File: src/core/clk_path_pkg.sv
// Constants for the clock path and input selection control bank.
// Assumes one register clock; the serial host port decodes transfers
// into byte-wide register writes and reads before they reach this bank.
package clk_path_pkg;

    // Register offsets
    localparam logic [7:0] clock_path_control_addr = 8'h00;
    localparam logic [7:0] input_priority_addr = 8'h01;
    localparam logic [7:0] loop_bandwidth_select_addr = 8'h02;
    localparam logic [7:0] input_select_hold_control_addr = 8'h03;

    // Field positions in clock_path_control
    localparam int free_run_bit = 6;
    localparam int output_force_on_bit = 5;
    localparam int bypass_bit = 1;

    // Field positions in input_priority
    localparam int second_priority_lsb = 2;
    localparam int first_priority_lsb = 0;

    // Field position in loop_bandwidth_select
    localparam int loop_bandwidth_lsb = 4;

    // Field positions in input_select_hold_control
    localparam int register_choice_lsb = 6;
    localparam int hold_force_bit = 5;
    localparam int calib_squelch_bit = 4;

    // Reset values
    localparam logic [7:0] clock_path_control_rst = 8'h00;
    localparam logic [7:0] input_priority_rst = 8'he4;
    localparam logic [7:0] loop_bandwidth_select_rst = 8'h00;
    localparam logic [7:0] input_select_hold_control_rst = 8'h00;

    // Reserved upper nibble of input_priority reads as its reset pattern
    localparam logic [3:0] priority_reserved_rd = 4'he;

    // Input codes shared by priority and register choice fields
    localparam logic [1:0] choice_input_one = 2'h0;
    localparam logic [1:0] choice_input_two = 2'h1;

    // Selection method codes
    localparam logic [1:0] method_manual = 2'h0;
    localparam logic [1:0] method_auto_nonrevert = 2'h1;
    localparam logic [1:0] method_auto_revert = 2'h2;

    // Unmapped reads return this
    localparam logic [7:0] unmapped_rd = 8'h00;

endpackage

File: src/core/sync_two_ff.sv
// Two-stage synchroniser for one asynchronous level.
// Assumes the input is a slow level such as a board pin.
`timescale 1ns/1ps
module sync_two_ff (
    input wire logic sys_clk, // Register clock
    input wire logic sys_rst, // Asynchronous reset, active high
    input wire logic async_in, // Level from outside the domain
    output logic sync_out // Level safe to use on sys_clk
);
    logic stage_one;

    // First stage feeds only the second stage
    always_ff @(posedge sys_clk or posedge sys_rst) begin
        if (sys_rst) begin
            stage_one <= 1'b0;
            sync_out <= 1'b0;
        end else begin
            stage_one <= async_in;
            sync_out <= stage_one;
        end
    end
endmodule // sync_two_ff

File: src/core/clock_path_select_control.sv
// Control bank for clock path routing, squelch, bypass and input choice.
// Assumes register writes and reads arrive decoded on sys_clk; the
// calibration engine, input quality monitors and the method and format
// registers live elsewhere on the same clock. The choice pin is async.
`timescale 1ns/1ps
module clock_path_select_control
    import clk_path_pkg::*;
(
    input wire logic sys_clk, // Register clock, 250 MHz
    input wire logic sys_rst, // Asynchronous reset, active high
    input wire logic reg_wr_en, // One-cycle register write strobe
    input wire logic reg_rd_en, // One-cycle register read strobe
    input wire logic [7:0] reg_addr, // Register offset
    input wire logic [7:0] reg_wdata, // Write data
    output logic [7:0] reg_rdata, // Read data, valid cycle after read
    input wire logic [1:0] selection_method, // Method code from bank
    input wire logic pin_choice_enable, // Pin controls manual choice
    input wire logic input_choice_pin, // External choice pin, async
    input wire logic ref_one_valid, // Input one quality good
    input wire logic ref_two_valid, // Input two quality good
    input wire logic calib_busy, // Internal calibration running
    input wire logic calib_pass, // Last calibration succeeded
    input wire logic output_format_cmos, // An output set to CMOS
    output logic crystal_to_input_two, // Crystal feeds input two path
    output logic clock_output_enable, // Output buffers not squelched
    output logic pll_bypass, // Selected input drives outputs
    output logic bypass_format_conflict, // Bypass asked with CMOS
    output logic active_input, // 0 input one, 1 input two
    output logic hold_active, // Digital hold in force
    output logic [3:0] applied_bandwidth, // Bandwidth code in use
    output logic calibrated // A calibration has completed well
);

    // Stored register fields
    logic free_run;
    logic output_force_on;
    logic bypass_req;
    logic [1:0] second_priority_field;
    logic [1:0] first_priority_field;
    logic [3:0] loop_bandwidth_code;
    logic [1:0] register_input_choice;
    logic hold_force;
    logic calib_output_squelch;

    // Internal state
    logic calib_busy_q;
    logic pin_sync;

    // Pin enters through two flops before any decision looks at it
    sync_two_ff u_pin_sync (
        .sys_clk(sys_clk),
        .sys_rst(sys_rst),
        .async_in(input_choice_pin),
        .sync_out(pin_sync)
    );

    // Address decode
    wire wr_ctrl = reg_wr_en && (reg_addr == clock_path_control_addr);
    wire wr_prio = reg_wr_en && (reg_addr == input_priority_addr);
    wire wr_bw = reg_wr_en && (reg_addr == loop_bandwidth_select_addr);
    wire wr_sel = reg_wr_en
        && (reg_addr == input_select_hold_control_addr);

    // Register writes; only defined fields are stored
    always_ff @(posedge sys_clk or posedge sys_rst) begin
        if (sys_rst) begin
            free_run <= clock_path_control_rst[free_run_bit];
            output_force_on <= clock_path_control_rst[output_force_on_bit];
            bypass_req <= clock_path_control_rst[bypass_bit];
        end else if (wr_ctrl) begin
            free_run <= reg_wdata[free_run_bit];
            output_force_on <= reg_wdata[output_force_on_bit];
            bypass_req <= reg_wdata[bypass_bit];
        end
    end

    // Priority fields reset so input one leads and input two follows
    always_ff @(posedge sys_clk or posedge sys_rst) begin
        if (sys_rst) begin
            second_priority_field <=
                input_priority_rst[second_priority_lsb +: 2];
            first_priority_field <=
                input_priority_rst[first_priority_lsb +: 2];
        end else if (wr_prio) begin
            second_priority_field <= reg_wdata[second_priority_lsb +: 2];
            first_priority_field <= reg_wdata[first_priority_lsb +: 2];
        end
    end

    // Bandwidth code is only staged here until calibration ends
    always_ff @(posedge sys_clk or posedge sys_rst) begin
        if (sys_rst) begin
            loop_bandwidth_code <=
                loop_bandwidth_select_rst[loop_bandwidth_lsb +: 4];
        end else if (wr_bw) begin
            loop_bandwidth_code <= reg_wdata[loop_bandwidth_lsb +: 4];
        end
    end

    // Selection and hold control fields
    always_ff @(posedge sys_clk or posedge sys_rst) begin
        if (sys_rst) begin
            register_input_choice <=
                input_select_hold_control_rst[register_choice_lsb +: 2];
            hold_force <= input_select_hold_control_rst[hold_force_bit];
            calib_output_squelch <=
                input_select_hold_control_rst[calib_squelch_bit];
        end else if (wr_sel) begin
            register_input_choice <= reg_wdata[register_choice_lsb +: 2];
            hold_force <= reg_wdata[hold_force_bit];
            calib_output_squelch <= reg_wdata[calib_squelch_bit];
        end
    end

    // Read mux; reserved bits read zero, except the priority nibble
    logic [7:0] rd_ctrl;
    logic [7:0] rd_prio;
    logic [7:0] rd_bw;
    logic [7:0] rd_sel;
    logic [7:0] next_rdata;
    assign rd_ctrl = {1'b0, free_run, output_force_on, 3'h0,
        bypass_req, 1'b0};
    assign rd_prio = {priority_reserved_rd, second_priority_field,
        first_priority_field};
    assign rd_bw = {loop_bandwidth_code, 4'h0};
    assign rd_sel = {register_input_choice, hold_force,
        calib_output_squelch, 4'h0};
    assign next_rdata =
        (reg_addr == clock_path_control_addr) ? rd_ctrl :
        (reg_addr == input_priority_addr) ? rd_prio :
        (reg_addr == loop_bandwidth_select_addr) ? rd_bw :
        (reg_addr == input_select_hold_control_addr) ? rd_sel :
        unmapped_rd;

    // Read data holds until the next read strobe
    always_ff @(posedge sys_clk or posedge sys_rst) begin
        if (sys_rst) begin
            reg_rdata <= unmapped_rd;
        end else if (reg_rd_en) begin
            reg_rdata <= next_rdata;
        end
    end

    // Calibration end is the falling edge of busy
    wire calib_end = calib_busy_q && !calib_busy;

    // Track calibration; bandwidth code is applied only at its end
    always_ff @(posedge sys_clk or posedge sys_rst) begin
        if (sys_rst) begin
            calib_busy_q <= 1'b0;
            calibrated <= 1'b0;
            applied_bandwidth <=
                loop_bandwidth_select_rst[loop_bandwidth_lsb +: 4];
        end else begin
            calib_busy_q <= calib_busy;
            if (calib_end) begin
                calibrated <= calib_pass;
                applied_bandwidth <= loop_bandwidth_code;
            end
        end
    end

    // Squelch: only when the squelch bit is on and the part is in or
    // before a good calibration; force-on beats squelch outright
    wire squelch_now = calib_output_squelch
        && (calib_busy || !calibrated);
    wire next_output_enable = output_force_on || !squelch_now;

    // Priority decoding; reserved codes name no usable input
    wire first_ok = (first_priority_field == choice_input_one)
        ? ref_one_valid
        : (first_priority_field == choice_input_two)
        ? ref_two_valid : 1'b0;
    wire second_ok = (second_priority_field == choice_input_one)
        ? ref_one_valid
        : (second_priority_field == choice_input_two)
        ? ref_two_valid : 1'b0;
    wire first_input = (first_priority_field == choice_input_two);
    wire second_input = (second_priority_field == choice_input_two);
    wire current_ok = active_input ? ref_two_valid : ref_one_valid;

    // Manual choice: pin when enabled, else register field
    wire reg_choice_legal = (register_input_choice == choice_input_one)
        || (register_input_choice == choice_input_two);
    wire reg_choice_input =
        (register_input_choice == choice_input_two);
    wire manual_input = pin_choice_enable ? pin_sync
        : (reg_choice_legal ? reg_choice_input : active_input);

    // Automatic choice for both flavours
    logic auto_input;
    logic auto_hold;
    always_comb begin
        auto_input = active_input;
        auto_hold = 1'b0;
        if (selection_method == method_auto_nonrevert && current_ok) begin
            auto_input = active_input;
        end else if (first_ok) begin
            auto_input = first_input;
        end else if (second_ok) begin
            auto_input = second_input;
        end else begin
            auto_hold = 1'b1;
        end
    end

    // Method decode; reserved method keeps the present input
    wire is_manual = (selection_method == method_manual);
    wire is_auto = (selection_method == method_auto_nonrevert)
        || (selection_method == method_auto_revert);
    wire next_input = hold_force ? active_input
        : is_manual ? manual_input
        : is_auto ? auto_input : active_input;
    wire next_hold = hold_force || (is_auto && auto_hold);

    // Bypass is refused while a CMOS format is set, since the buffer
    // cannot pass a raw input in that format
    wire next_conflict = bypass_req && output_format_cmos;
    wire next_bypass = bypass_req && !output_format_cmos;

    // Output flops
    always_ff @(posedge sys_clk or posedge sys_rst) begin
        if (sys_rst) begin
            crystal_to_input_two <= 1'b0;
            clock_output_enable <= 1'b0;
            pll_bypass <= 1'b0;
            bypass_format_conflict <= 1'b0;
            active_input <= 1'b0;
            hold_active <= 1'b0;
        end else begin
            crystal_to_input_two <= free_run;
            clock_output_enable <= next_output_enable;
            pll_bypass <= next_bypass;
            bypass_format_conflict <= next_conflict;
            active_input <= next_input;
            hold_active <= next_hold;
        end
    end

endmodule // clock_path_select_control

File: config.mk
export PLATFORM = sky130hd
export DESIGN_NAME = clock_path_select_control
export DESIGN_NICKNAME = d
export VERILOG_FILES = /design/src/core/clk_path_pkg.sv /design/src/core/sync_two_ff.sv /design/src/core/clock_path_select_control.sv
export SDC_FILE = /design/constraint.sdc
export NUM_CORES = 1
export LEC_CHECK = 0
export BUFFER_PORTS_ARGS = -buffer_cell sky130_fd_sc_hd__clkbuf_2
export CAP_MARGIN = 20
export CELL_PAD_IN_SITES_DETAIL_PLACEMENT = 1
export CELL_PAD_IN_SITES_GLOBAL_PLACEMENT = 1
export CORE_AREA = 4 4 68 70
export DETAILED_ROUTE_END_ITERATION = 12
export DIE_AREA = 0 0 72 74
export GPL_TIMING_DRIVEN = 0
export PLACE_DENSITY_LB_ADDON = 0.05
export SYNTH_ARGS = -nofsm -noshare
export SYNTH_HDL_FRONTEND = slang
export SYNTH_SLANG_ARGS = --single-unit
File: constraint.sdc
create_clock -name sys_clk -period 3.3 [get_ports sys_clk]
set_input_delay 0.165 -clock sys_clk [delete_from_list [all_inputs] [get_ports sys_clk]]
set_output_delay 0.165 -clock sys_clk [all_outputs]
set_load 0.01 [all_outputs]
Word level (Yosys, flattened, before mapping)
Index checks and enable logic that the tools add are counted.
{"block": "op_classes", "bitwise_logic": 1, "add_sub_neg": 0, "n_reduce_logical": 27, "n_eq_ne": 10, "mux": 19, "n_shift": 0, "div_mod_pow": 0, "mul": 0, "n_lt_le_gt_ge": 0}
{"operator": "two-way mux 8 bit", "n": 4}
{"operator": "== test 8 x 2 -> 1 bit, second input constant", "n": 2}
{"operator": "two-way mux 1 bit", "n": 15}
{"operator": "logical AND 1 bit", "n": 10}
{"operator": "== test 2 x 1 -> 1 bit, second input constant", "n": 4}
{"operator": "== test 8 x 1 -> 1 bit, second input constant", "n": 1}
{"operator": "logical NOT 2 bit", "n": 4}
{"operator": "logical NOT 8 bit", "n": 1}
{"operator": "logical OR 1 bit", "n": 5}
{"operator": "AND reduction 5 bit", "n": 1}
{"operator": "logical NOT 1 bit", "n": 4}
{"operator": "inequality test 3 bit, second input constant", "n": 1}
{"operator": "nonzero test 3 bit", "n": 1}
{"operator": "== test 2 bit, second input constant", "n": 1}
{"operator": "inequality test 2 bit, second input constant", "n": 1}
{"operator": "nonzero test 2 bit", "n": 1}
{"operator": "inverter 1 bit", "n": 1}
{"block": "word_totals", "latch_bits": 0, "output_inout_bits": 19, "mem_bits_ro": 0, "n_memories": 0, "register_bits": 37, "wordCells": 78, "ram_bits": 0, "input_bits": 29}

Longest topological paths before layout
Gate-level depths: netlist (run 1).
{"block": "logic_depth", "depth_word": 8, "mapped_depth": 6, "mapped_depth_nobuf": 6}

Modules after synthesis
Synthesis (run 1) repeated with hierarchy kept, for this count alone.
{"block": "unflattened", "cells_unflattened": 135, "hier_area_um2": 1660.3}
{"module": "clock_path_select_control", "seq_area_each_um2": 877.1, "n_inst": 1, "area_each_um2": 1606.5, "cells_per_inst": 132}
{"module": "sync_two_ff", "seq_area_each_um2": 50.0, "n_inst": 1, "area_each_um2": 53.8, "cells_per_inst": 3}

Least setup slack after synthesis (run 1)
OpenSTA, ideal clock, no wires.
{"block": "synth_path", "path_type": "in2reg", "from": "input port reg_addr[7]", "to": "register first_priority_field[0]", "setup_slack_ns": 1.689, "required_ns": 3.175, "path_buffers": 0, "path_stages": 4, "t_arrival_ns": 1.487, "cell_sequence": "or4_4 > nor3_4 > nand4b_1 > mux2_2"}
{"block": "synth_between", "elab_chain_cells": 2}
{"item": "from (decl)", "line": "clock_path_select_control.sv:13", "text": "input wire logic [7:0] reg_addr,"}
{"item": "== test 8 x 1 -> 1 bit", "line": "clock_path_select_control.sv:59", "text": "wire wr_prio = reg_wr_en && (reg_addr == input_priority_addr);"}
{"item": "logical AND 1 bit", "line": "clock_path_select_control.sv:59"}
{"item": "to (signal assigned)", "line": "clock_path_select_control.sv:82", "text": "first_priority_field <="}
{"item": "to (signal assigned)", "line": "clock_path_select_control.sv:86", "text": "first_priority_field <= reg_wdata[first_priority_lsb +: 2];"}
{"item": "to (decl)", "line": "clock_path_select_control.sv:39", "text": "logic [1:0] first_priority_field;"}
No other way between the ends.
A chain may end at the register's enable or synchronous reset.

Worst setup path after layout (run 1)
{"block": "layout_path", "from": "input port reg_addr[7]", "to": "register loop_bandwidth_code[0]"}
{"block": "layout_between", "elab_chain_cells": 2}
{"item": "== test 8 x 2 -> 1 bit", "line": "clock_path_select_control.sv:60", "text": "wire wr_bw = reg_wr_en && (reg_addr == loop_bandwidth_select_addr);"}
{"item": "logical AND 1 bit", "line": "clock_path_select_control.sv:60"}
{"item": "to (signal assigned)", "line": "clock_path_select_control.sv:93", "text": "loop_bandwidth_code <="}
{"item": "to (signal assigned)", "line": "clock_path_select_control.sv:96", "text": "loop_bandwidth_code <= reg_wdata[loop_bandwidth_lsb +: 4];"}
{"item": "to (decl)", "line": "clock_path_select_control.sv:40", "text": "logic [3:0] loop_bandwidth_code;"}
No other way between the ends.

==> impl_metrics.tcl, run 1 <==
set metrics [dict create \
    drtAntennaViolNets 0 \
    tightest_slew_ns 0.624 \
    finalSetupViolations 0 \
    rr_worst_depth 4 \
    ys.flop_type "dfrtp_1" \
    ioPinCount 48 \
    antenna_found_initial 0 \
    syn_avg_cell_area_um2 12.4 \
    hold_violations 0 \
    grt_pass1_wl_um 6560 \
    post-place-ws_ns 1.37 \
    antenna_cells 0 \
    synth_cell_types 31 \
    cap_violations 0 \
    synth_most_common_cell "dfrtp_1" \
    dieArea_um2 5330 \
    core_um2 3970 \
    yosys.area.top_type "dfrtp_1" \
    cts_buffers 5 \
    clk_latency_ns 0.29 \
    syn_nets 166 \
    drive_above_1_share_pct 43.5 \
    dpl.hpwl_um 2930 \
    slew_headroom_pct 58.4 \
    grt_setup_unrepaired "no" \
    hold_end "calib_busy_q" \
    synth_common_cells "dfrtp_1 (36), mux2_2 (24), inv_1 (12), nand2_1 (6), o21ai_0 (6)" \
    die_x_um 72 \
    power_density_nw_per_um2 442 \
    drt_iter0_markers 32 \
    leakagePower_uw 0.00106 \
    outcome "finished clean" \
    critPathCaptureType "flop" \
    portBuffers 46 \
    period_needed_ns 1.63 \
    ys_top_cells_by_area "dfrtp_1 (54%), mux2_2 (16%), inv_1 (2.7%)" \
    hold_class "input port to flop" \
    num-nets-final 222 \
    place.gp.congestion 0.744 \
    path_clk_slew_ns 0.07 \
    postSynthCellCount 134 \
    grt_pass1_vias 1416 \
    post-route-util_pct 52.8 \
    fin_setup_tns_ns 0 \
    vias 1218 \
    yosys_warnings 0 \
    worst_slack_ns 1.67 \
    critPathLaunchType "input port" \
    critPathMaxFanout 10 \
    fmax_ghz 0.614 \
    ys_seq_area_share_pct 56.0 \
    cts.sinks 37 \
    clock_path_buffers 2 \
    holdCritStartpoint "calib_busy" \
    root_buffer "clkbuf_8" \
    irDropWorstVdd_mv 0.315 \
    crit_required_ns 3.47 \
    grt_use_total_pct 16.0 \
    critPathKind "input port to flop" \
    cts.htree.levels 2 \
    async_flop_share_pct 100 \
    synth_edf_count 0 \
    fin_worst_skew_ns 0.00490 \
    dr.pass1.iters 4 \
    slew_violations 0 \
    routed_wirelength_um 3670 \
    die_h_um 74 \
    area_delta_synth_final_pct 26.7 \
    whs_path_depth 1 \
    grt_max_degree 24 \
    drc 0 \
    finalCritPeriodShare_pct 49.4 \
    arrival_ns 1.80 \
    reg2reg_to "active_input" \
    initial_core_util_pct 41.7 \
    yosysTopAreaCellShare_pct 54.4 \
    wl_per_cell_um 15.2 \
    netlist_area_um2 1660 \
    r2r-start "second_priority_field[0]" \
    r2r_slack_ns 1.78 \
    vias_per_cell 5.05 \
    postCtsSetupRepairBufs 0 \
    ys_seq_elements 37 \
    placementRows 23 \
    cts_tree "built" \
    gr-total-overflow 0 \
]
-- placed cells by master (no fill, tap or decap) --
cell / instances
nand4_1: 2
a21o_1: 1
dfstp_2: 1
nand3b_1: 2
buf_16: 1
and3b_1: 1
or2_2: 1
o21ai_0: 6
nand2b_1: 2
clkbuf_2: 46
a211o_1: 2
nand4b_1: 3
o22ai_1: 4
or4_4: 1
a211oi_1: 1
dlygate4sd3_1: 2
mux2_2: 24
nor3_4: 1
nor3b_1: 1
a21oi_1: 2
inv_1: 12
and2_1: 2
o2111ai_1: 3
clkinv_2: 1
clkbuf_1: 4
nand2_1: 6
a22oi_1: 1
mux2i_1: 2
nor2b_1: 5
o31ai_1: 1
clkbuf_8: 7
ha_1: 3
dfrtp_1: 36
o21bai_1: 1
nor2_1: 2
nand3_1: 1
-- routing by layer --
| layer | wire (um) | vias up | track usage [%] | part of all wire (%) |
|---|---|---|---|---|
| li1 | - | 584 | - | - |
| met1 | 1530 | 594 | 19.5 | 42 |
| met2 | 1890 | 34 | 26.8 | 52 |
| met3 | 203 | 6 | 5.68 | 5.5 |
| met4 | 44 | 0 | 5.22 | 1.2 |
| met5 | 0 | - | 0 | 0 |
-- worst max-delay path, stage by stage --
cell and delay (ns):
clkbuf_2 0.08, or4_4 0.53, nor3_4 0.34, nand4b_1 0.32, mux2_2 0.36
-- logic make-up after synthesis --
family / share of synthesized area, %
adder cells (fa/ha/maj): 2.27
buffers and inverters: 3.62
AO/OA/AOI/OAI: 8.84
multiplexers: 17.5
AND/OR/NAND/NOR: 11.8
flip-flops: 56.0
-- registers in the layout (all words and copies together) (netlist names), 2 cells and up --
signal and flops:
reg_rdata 8, applied_bandwidth 4, loop_bandwidth_code 4, first_priority_field 2
register_input_choice 2, second_priority_field 2
-- final cells by class --
class	count	area, um^2
flip-flops and latches	37	927
clock buffers	7	96.3
repair buffers	49	278
well taps	50	62.6
inverters	12	45.0
fillers	427	1870
clock inverters	1	5.00
multi-input cells	81	669
plain buffers	4	15.0
-- where the power goes --
group	total [uW]	switching, uW	internal [uW]
Clock	342	153	189
Combinational	99.2	48.9	50.2
Sequential	487	13.6	473
-- through the flow --
| step | hold WS, ns | total power (uW) | area [um^2] | instances |
|---|---|---|---|---|
| after global placement | 0.276 | 585 | 1950 | 230 |
| after floorplan | 0.196 | 546 | 1660 | 134 |
| final | 0.0130 | 928 | 2100 | 241 |
| after CTS | 0.00146 | 945 | 2100 | 241 |
| after global routing | 0.00352 | 987 | 2100 | 241 |
| after detailed placement | 0.268 | 595 | 1980 | 231 |
-- how the worst max path moves through the flow --
| stage | from | endpoint | slack (ns) | depth (start not counted) |
|---|---|---|---|---|
| 2_1_floorplan | reg_addr[7] | first_priority_field[0] | 1.69 | 4 |
| 3_3_place_gp | reg_addr[7] | first_priority_field[1] | 1.39 | 5 |
| 3_5_place_dp | reg_addr[7] | first_priority_field[0] | 1.37 | 5 |
| 4_1_cts | reg_addr[7] | first_priority_field[0] | 1.66 | 5 |
| 5_1_grt | reg_addr[7] | loop_bandwidth_code[1] | 1.58 | 5 |
| 6_report | reg_addr[7] | loop_bandwidth_code[0] | 1.67 | 5 |
-- timing repair --
item                                   in CTS  in global routing
endpoints found under the hold margin      14                  0
resized for setup                           0                  0
hold buffers                                2                  0
No activity file was read; power rests on OpenSTA's default activity.
==> inputs of run 2 (changes only) <==
- CORE_AREA: 4 4 68 70 -> 4 4 73 75
- DIE_AREA: 0 0 72 74 -> 0 0 77 79
- clock period: 3.3 -> 1.45 ns (I/O delays scaled with it)
==> impl_metrics.tcl, run 2 (synthesized netlist as in run 1, its figures left out) <==
set metrics [dict create \
    cp_num_buf_inv 0 \
    antenna_cells 0 \
    dpl.hpwl_um 2950 \
    num-nets-final 232 \
    p_total_uw 2070 \
    path_clk_slew_ns 0.07 \
    finalSetupViolations 1 \
    slew_headroom_pct 52.5 \
    outcome "finished with violations" \
    cap_violations 0 \
    hold_class "input port to flop" \
    vias_per_cell 4.95 \
    clock_path_buffers 2 \
    crit_required_ns 1.62 \
    grt_pass1_wl_um 6690 \
    violations "negative setup slack" \
    grt_use_total_pct 13.9 \
    critPathLaunchType "flop" \
    crit_family "flip-flops" \
    path_cells "mux2i_2 -> o22ai_2 -> a22oi_2 -> mux2_4" \
    irDropWorstVdd_mv 0.513 \
    dr.pass1.iters 4 \
    period_needed_ns 1.49 \
    fmax_ghz 0.670 \
    root_buffer "clkbuf_8" \
    cts.sinks 37 \
    leakagePower_uw 0.00111 \
    critPathKind "flop to flop" \
    slew_violations 0 \
    gr-total-overflow 0 \
    drc 0 \
    grt_pass1_vias 1398 \
    wl_per_cell_um 15.4 \
    layoutNonFillerInstCount 254 \
    final_common_cell "clkbuf_2" \
    grt_max_degree 23 \
    cts_tree "built" \
    largest-register "reg_rdata" \
    worst_slack_ns -0.0421 \
    grt_setup_unrepaired "yes" \
    cts.htree.levels 2 \
    whs_ns 0.0227 \
    cp_slowest_cell "dfstp_2" \
    critPathMaxFanout 2 \
    dp_cells 235 \
    drive_above_1_share_pct 46.5 \
    die_h_um 79 \
    portBuffers 46 \
    fin_worst_skew_ns 0.00699 \
    placementRows 25 \
    arrival_ns 1.66 \
    largest_reg_flops 8 \
    area_delta_synth_final_pct 32.8 \
    vias 1258 \
    ioPinCount 48 \
    clk_latency_ns 0.28 \
    critPathCaptureType "flop" \
    drt_iter0_markers 49 \
    final_cell_mix "clkbuf_2 (46), dfrtp_1 (36), mux2_2 (22)" \
    drtAntennaViolNets 0 \
    finalCritPeriodShare_pct 103 \
    power_density_nw_per_um2 940 \
    dieArea_um2 6080 \
    cts_buffers 5 \
    initial_core_util_pct 35.5 \
    antenna_found_initial 0 \
    hold_violations 0 \
    slowest_delay_ns 0.55 \
    top_regs "reg_rdata (8), applied_bandwidth (4), loop_bandwidth_code (4)" \
    die_x_um 77 \
    place.gp.congestion 0.727 \
    fin_setup_tns_ns -0.0421 \
    core_um2 4660 \
    tightest_slew_ns 0.712 \
    routed_wirelength_um 3900 \
]
==> run 2: cell count changes in the layout (fill, tap and decap cells not counted), sizes merged <==
cell	delta
buf	+8
clkinv	-1
dlygate4sd3	+2
==> run 2: through the flow <==
| stage | utilization (%) | instance area [um^2] | worst slack, ns |
|---|---|---|---|
| finish | 47.2 | 2200 | -0.0421 |
| global route | 47.2 | 2200 | -0.0832 |
| CTS | 46.4 | 2160 | -0.0779 |
| detailed placement | 42.5 | 1980 | -0.405 |
| global placement | 41.9 | 1950 | -0.377 |
| floorplan | - | 1660 | -0.0687 |
==> run 2: layout make-up <==
cell class,instances,area (um^2)
buffer,4,15.0
multi-input combinational,81,697
clock buffer,7,86.3
timing repair buffer,59,362
tap,54,67.6
fill,523,2460
sequential,37,927
inverter,12,45.0
==> run 2: worst paths after layout <==
kind	from	endpoint	slack [ns]	cells after the start
max	second_priority_field[0]	active_input	-0.04	4
min	reg_wdata[2]	second_priority_field[0]	0.02	2
max reg2reg	second_priority_field[0]	active_input	-0.04	4
min reg2reg	u_pin_sync.stage_one	u_pin_sync.sync_out	0.35	0
max in group asynchronous	sys_rst	register_input_choice[0]	0.46	4
min in group asynchronous	sys_rst	reg_rdata[1]	0.44	3
==> run 2: report_power, final <==
part	internal, uW	switching, uW	total, uW
registers	1080	30.3	1110
logic	127	120	247
clock network	377	337	715
total	1580	488	2070
==> run 2: timing repair <==
| item | CTS | global route |
|---|---|---|
| endpoints found under the setup margin | 13 | 15 |
| hold buffers | 4 | 0 |
| setup buffers | 6 | 2 |
| gates resized for setup | 2 | 5 |
| pin swaps | 5 | 3 |
| endpoints found under the hold margin | 17 | 0 |
==> run 2: layer usage <==
layer  wire, um  up-vias  GRT usage [%]  part of all wire [%]
li1           -      607              -                     -
met1       1710      620           17.5                    44
met2       1960       26           23.4                    50
met3        179        5           3.63                   4.6
met4         48        0           4.80                   1.2
met5          0        -              0                     0
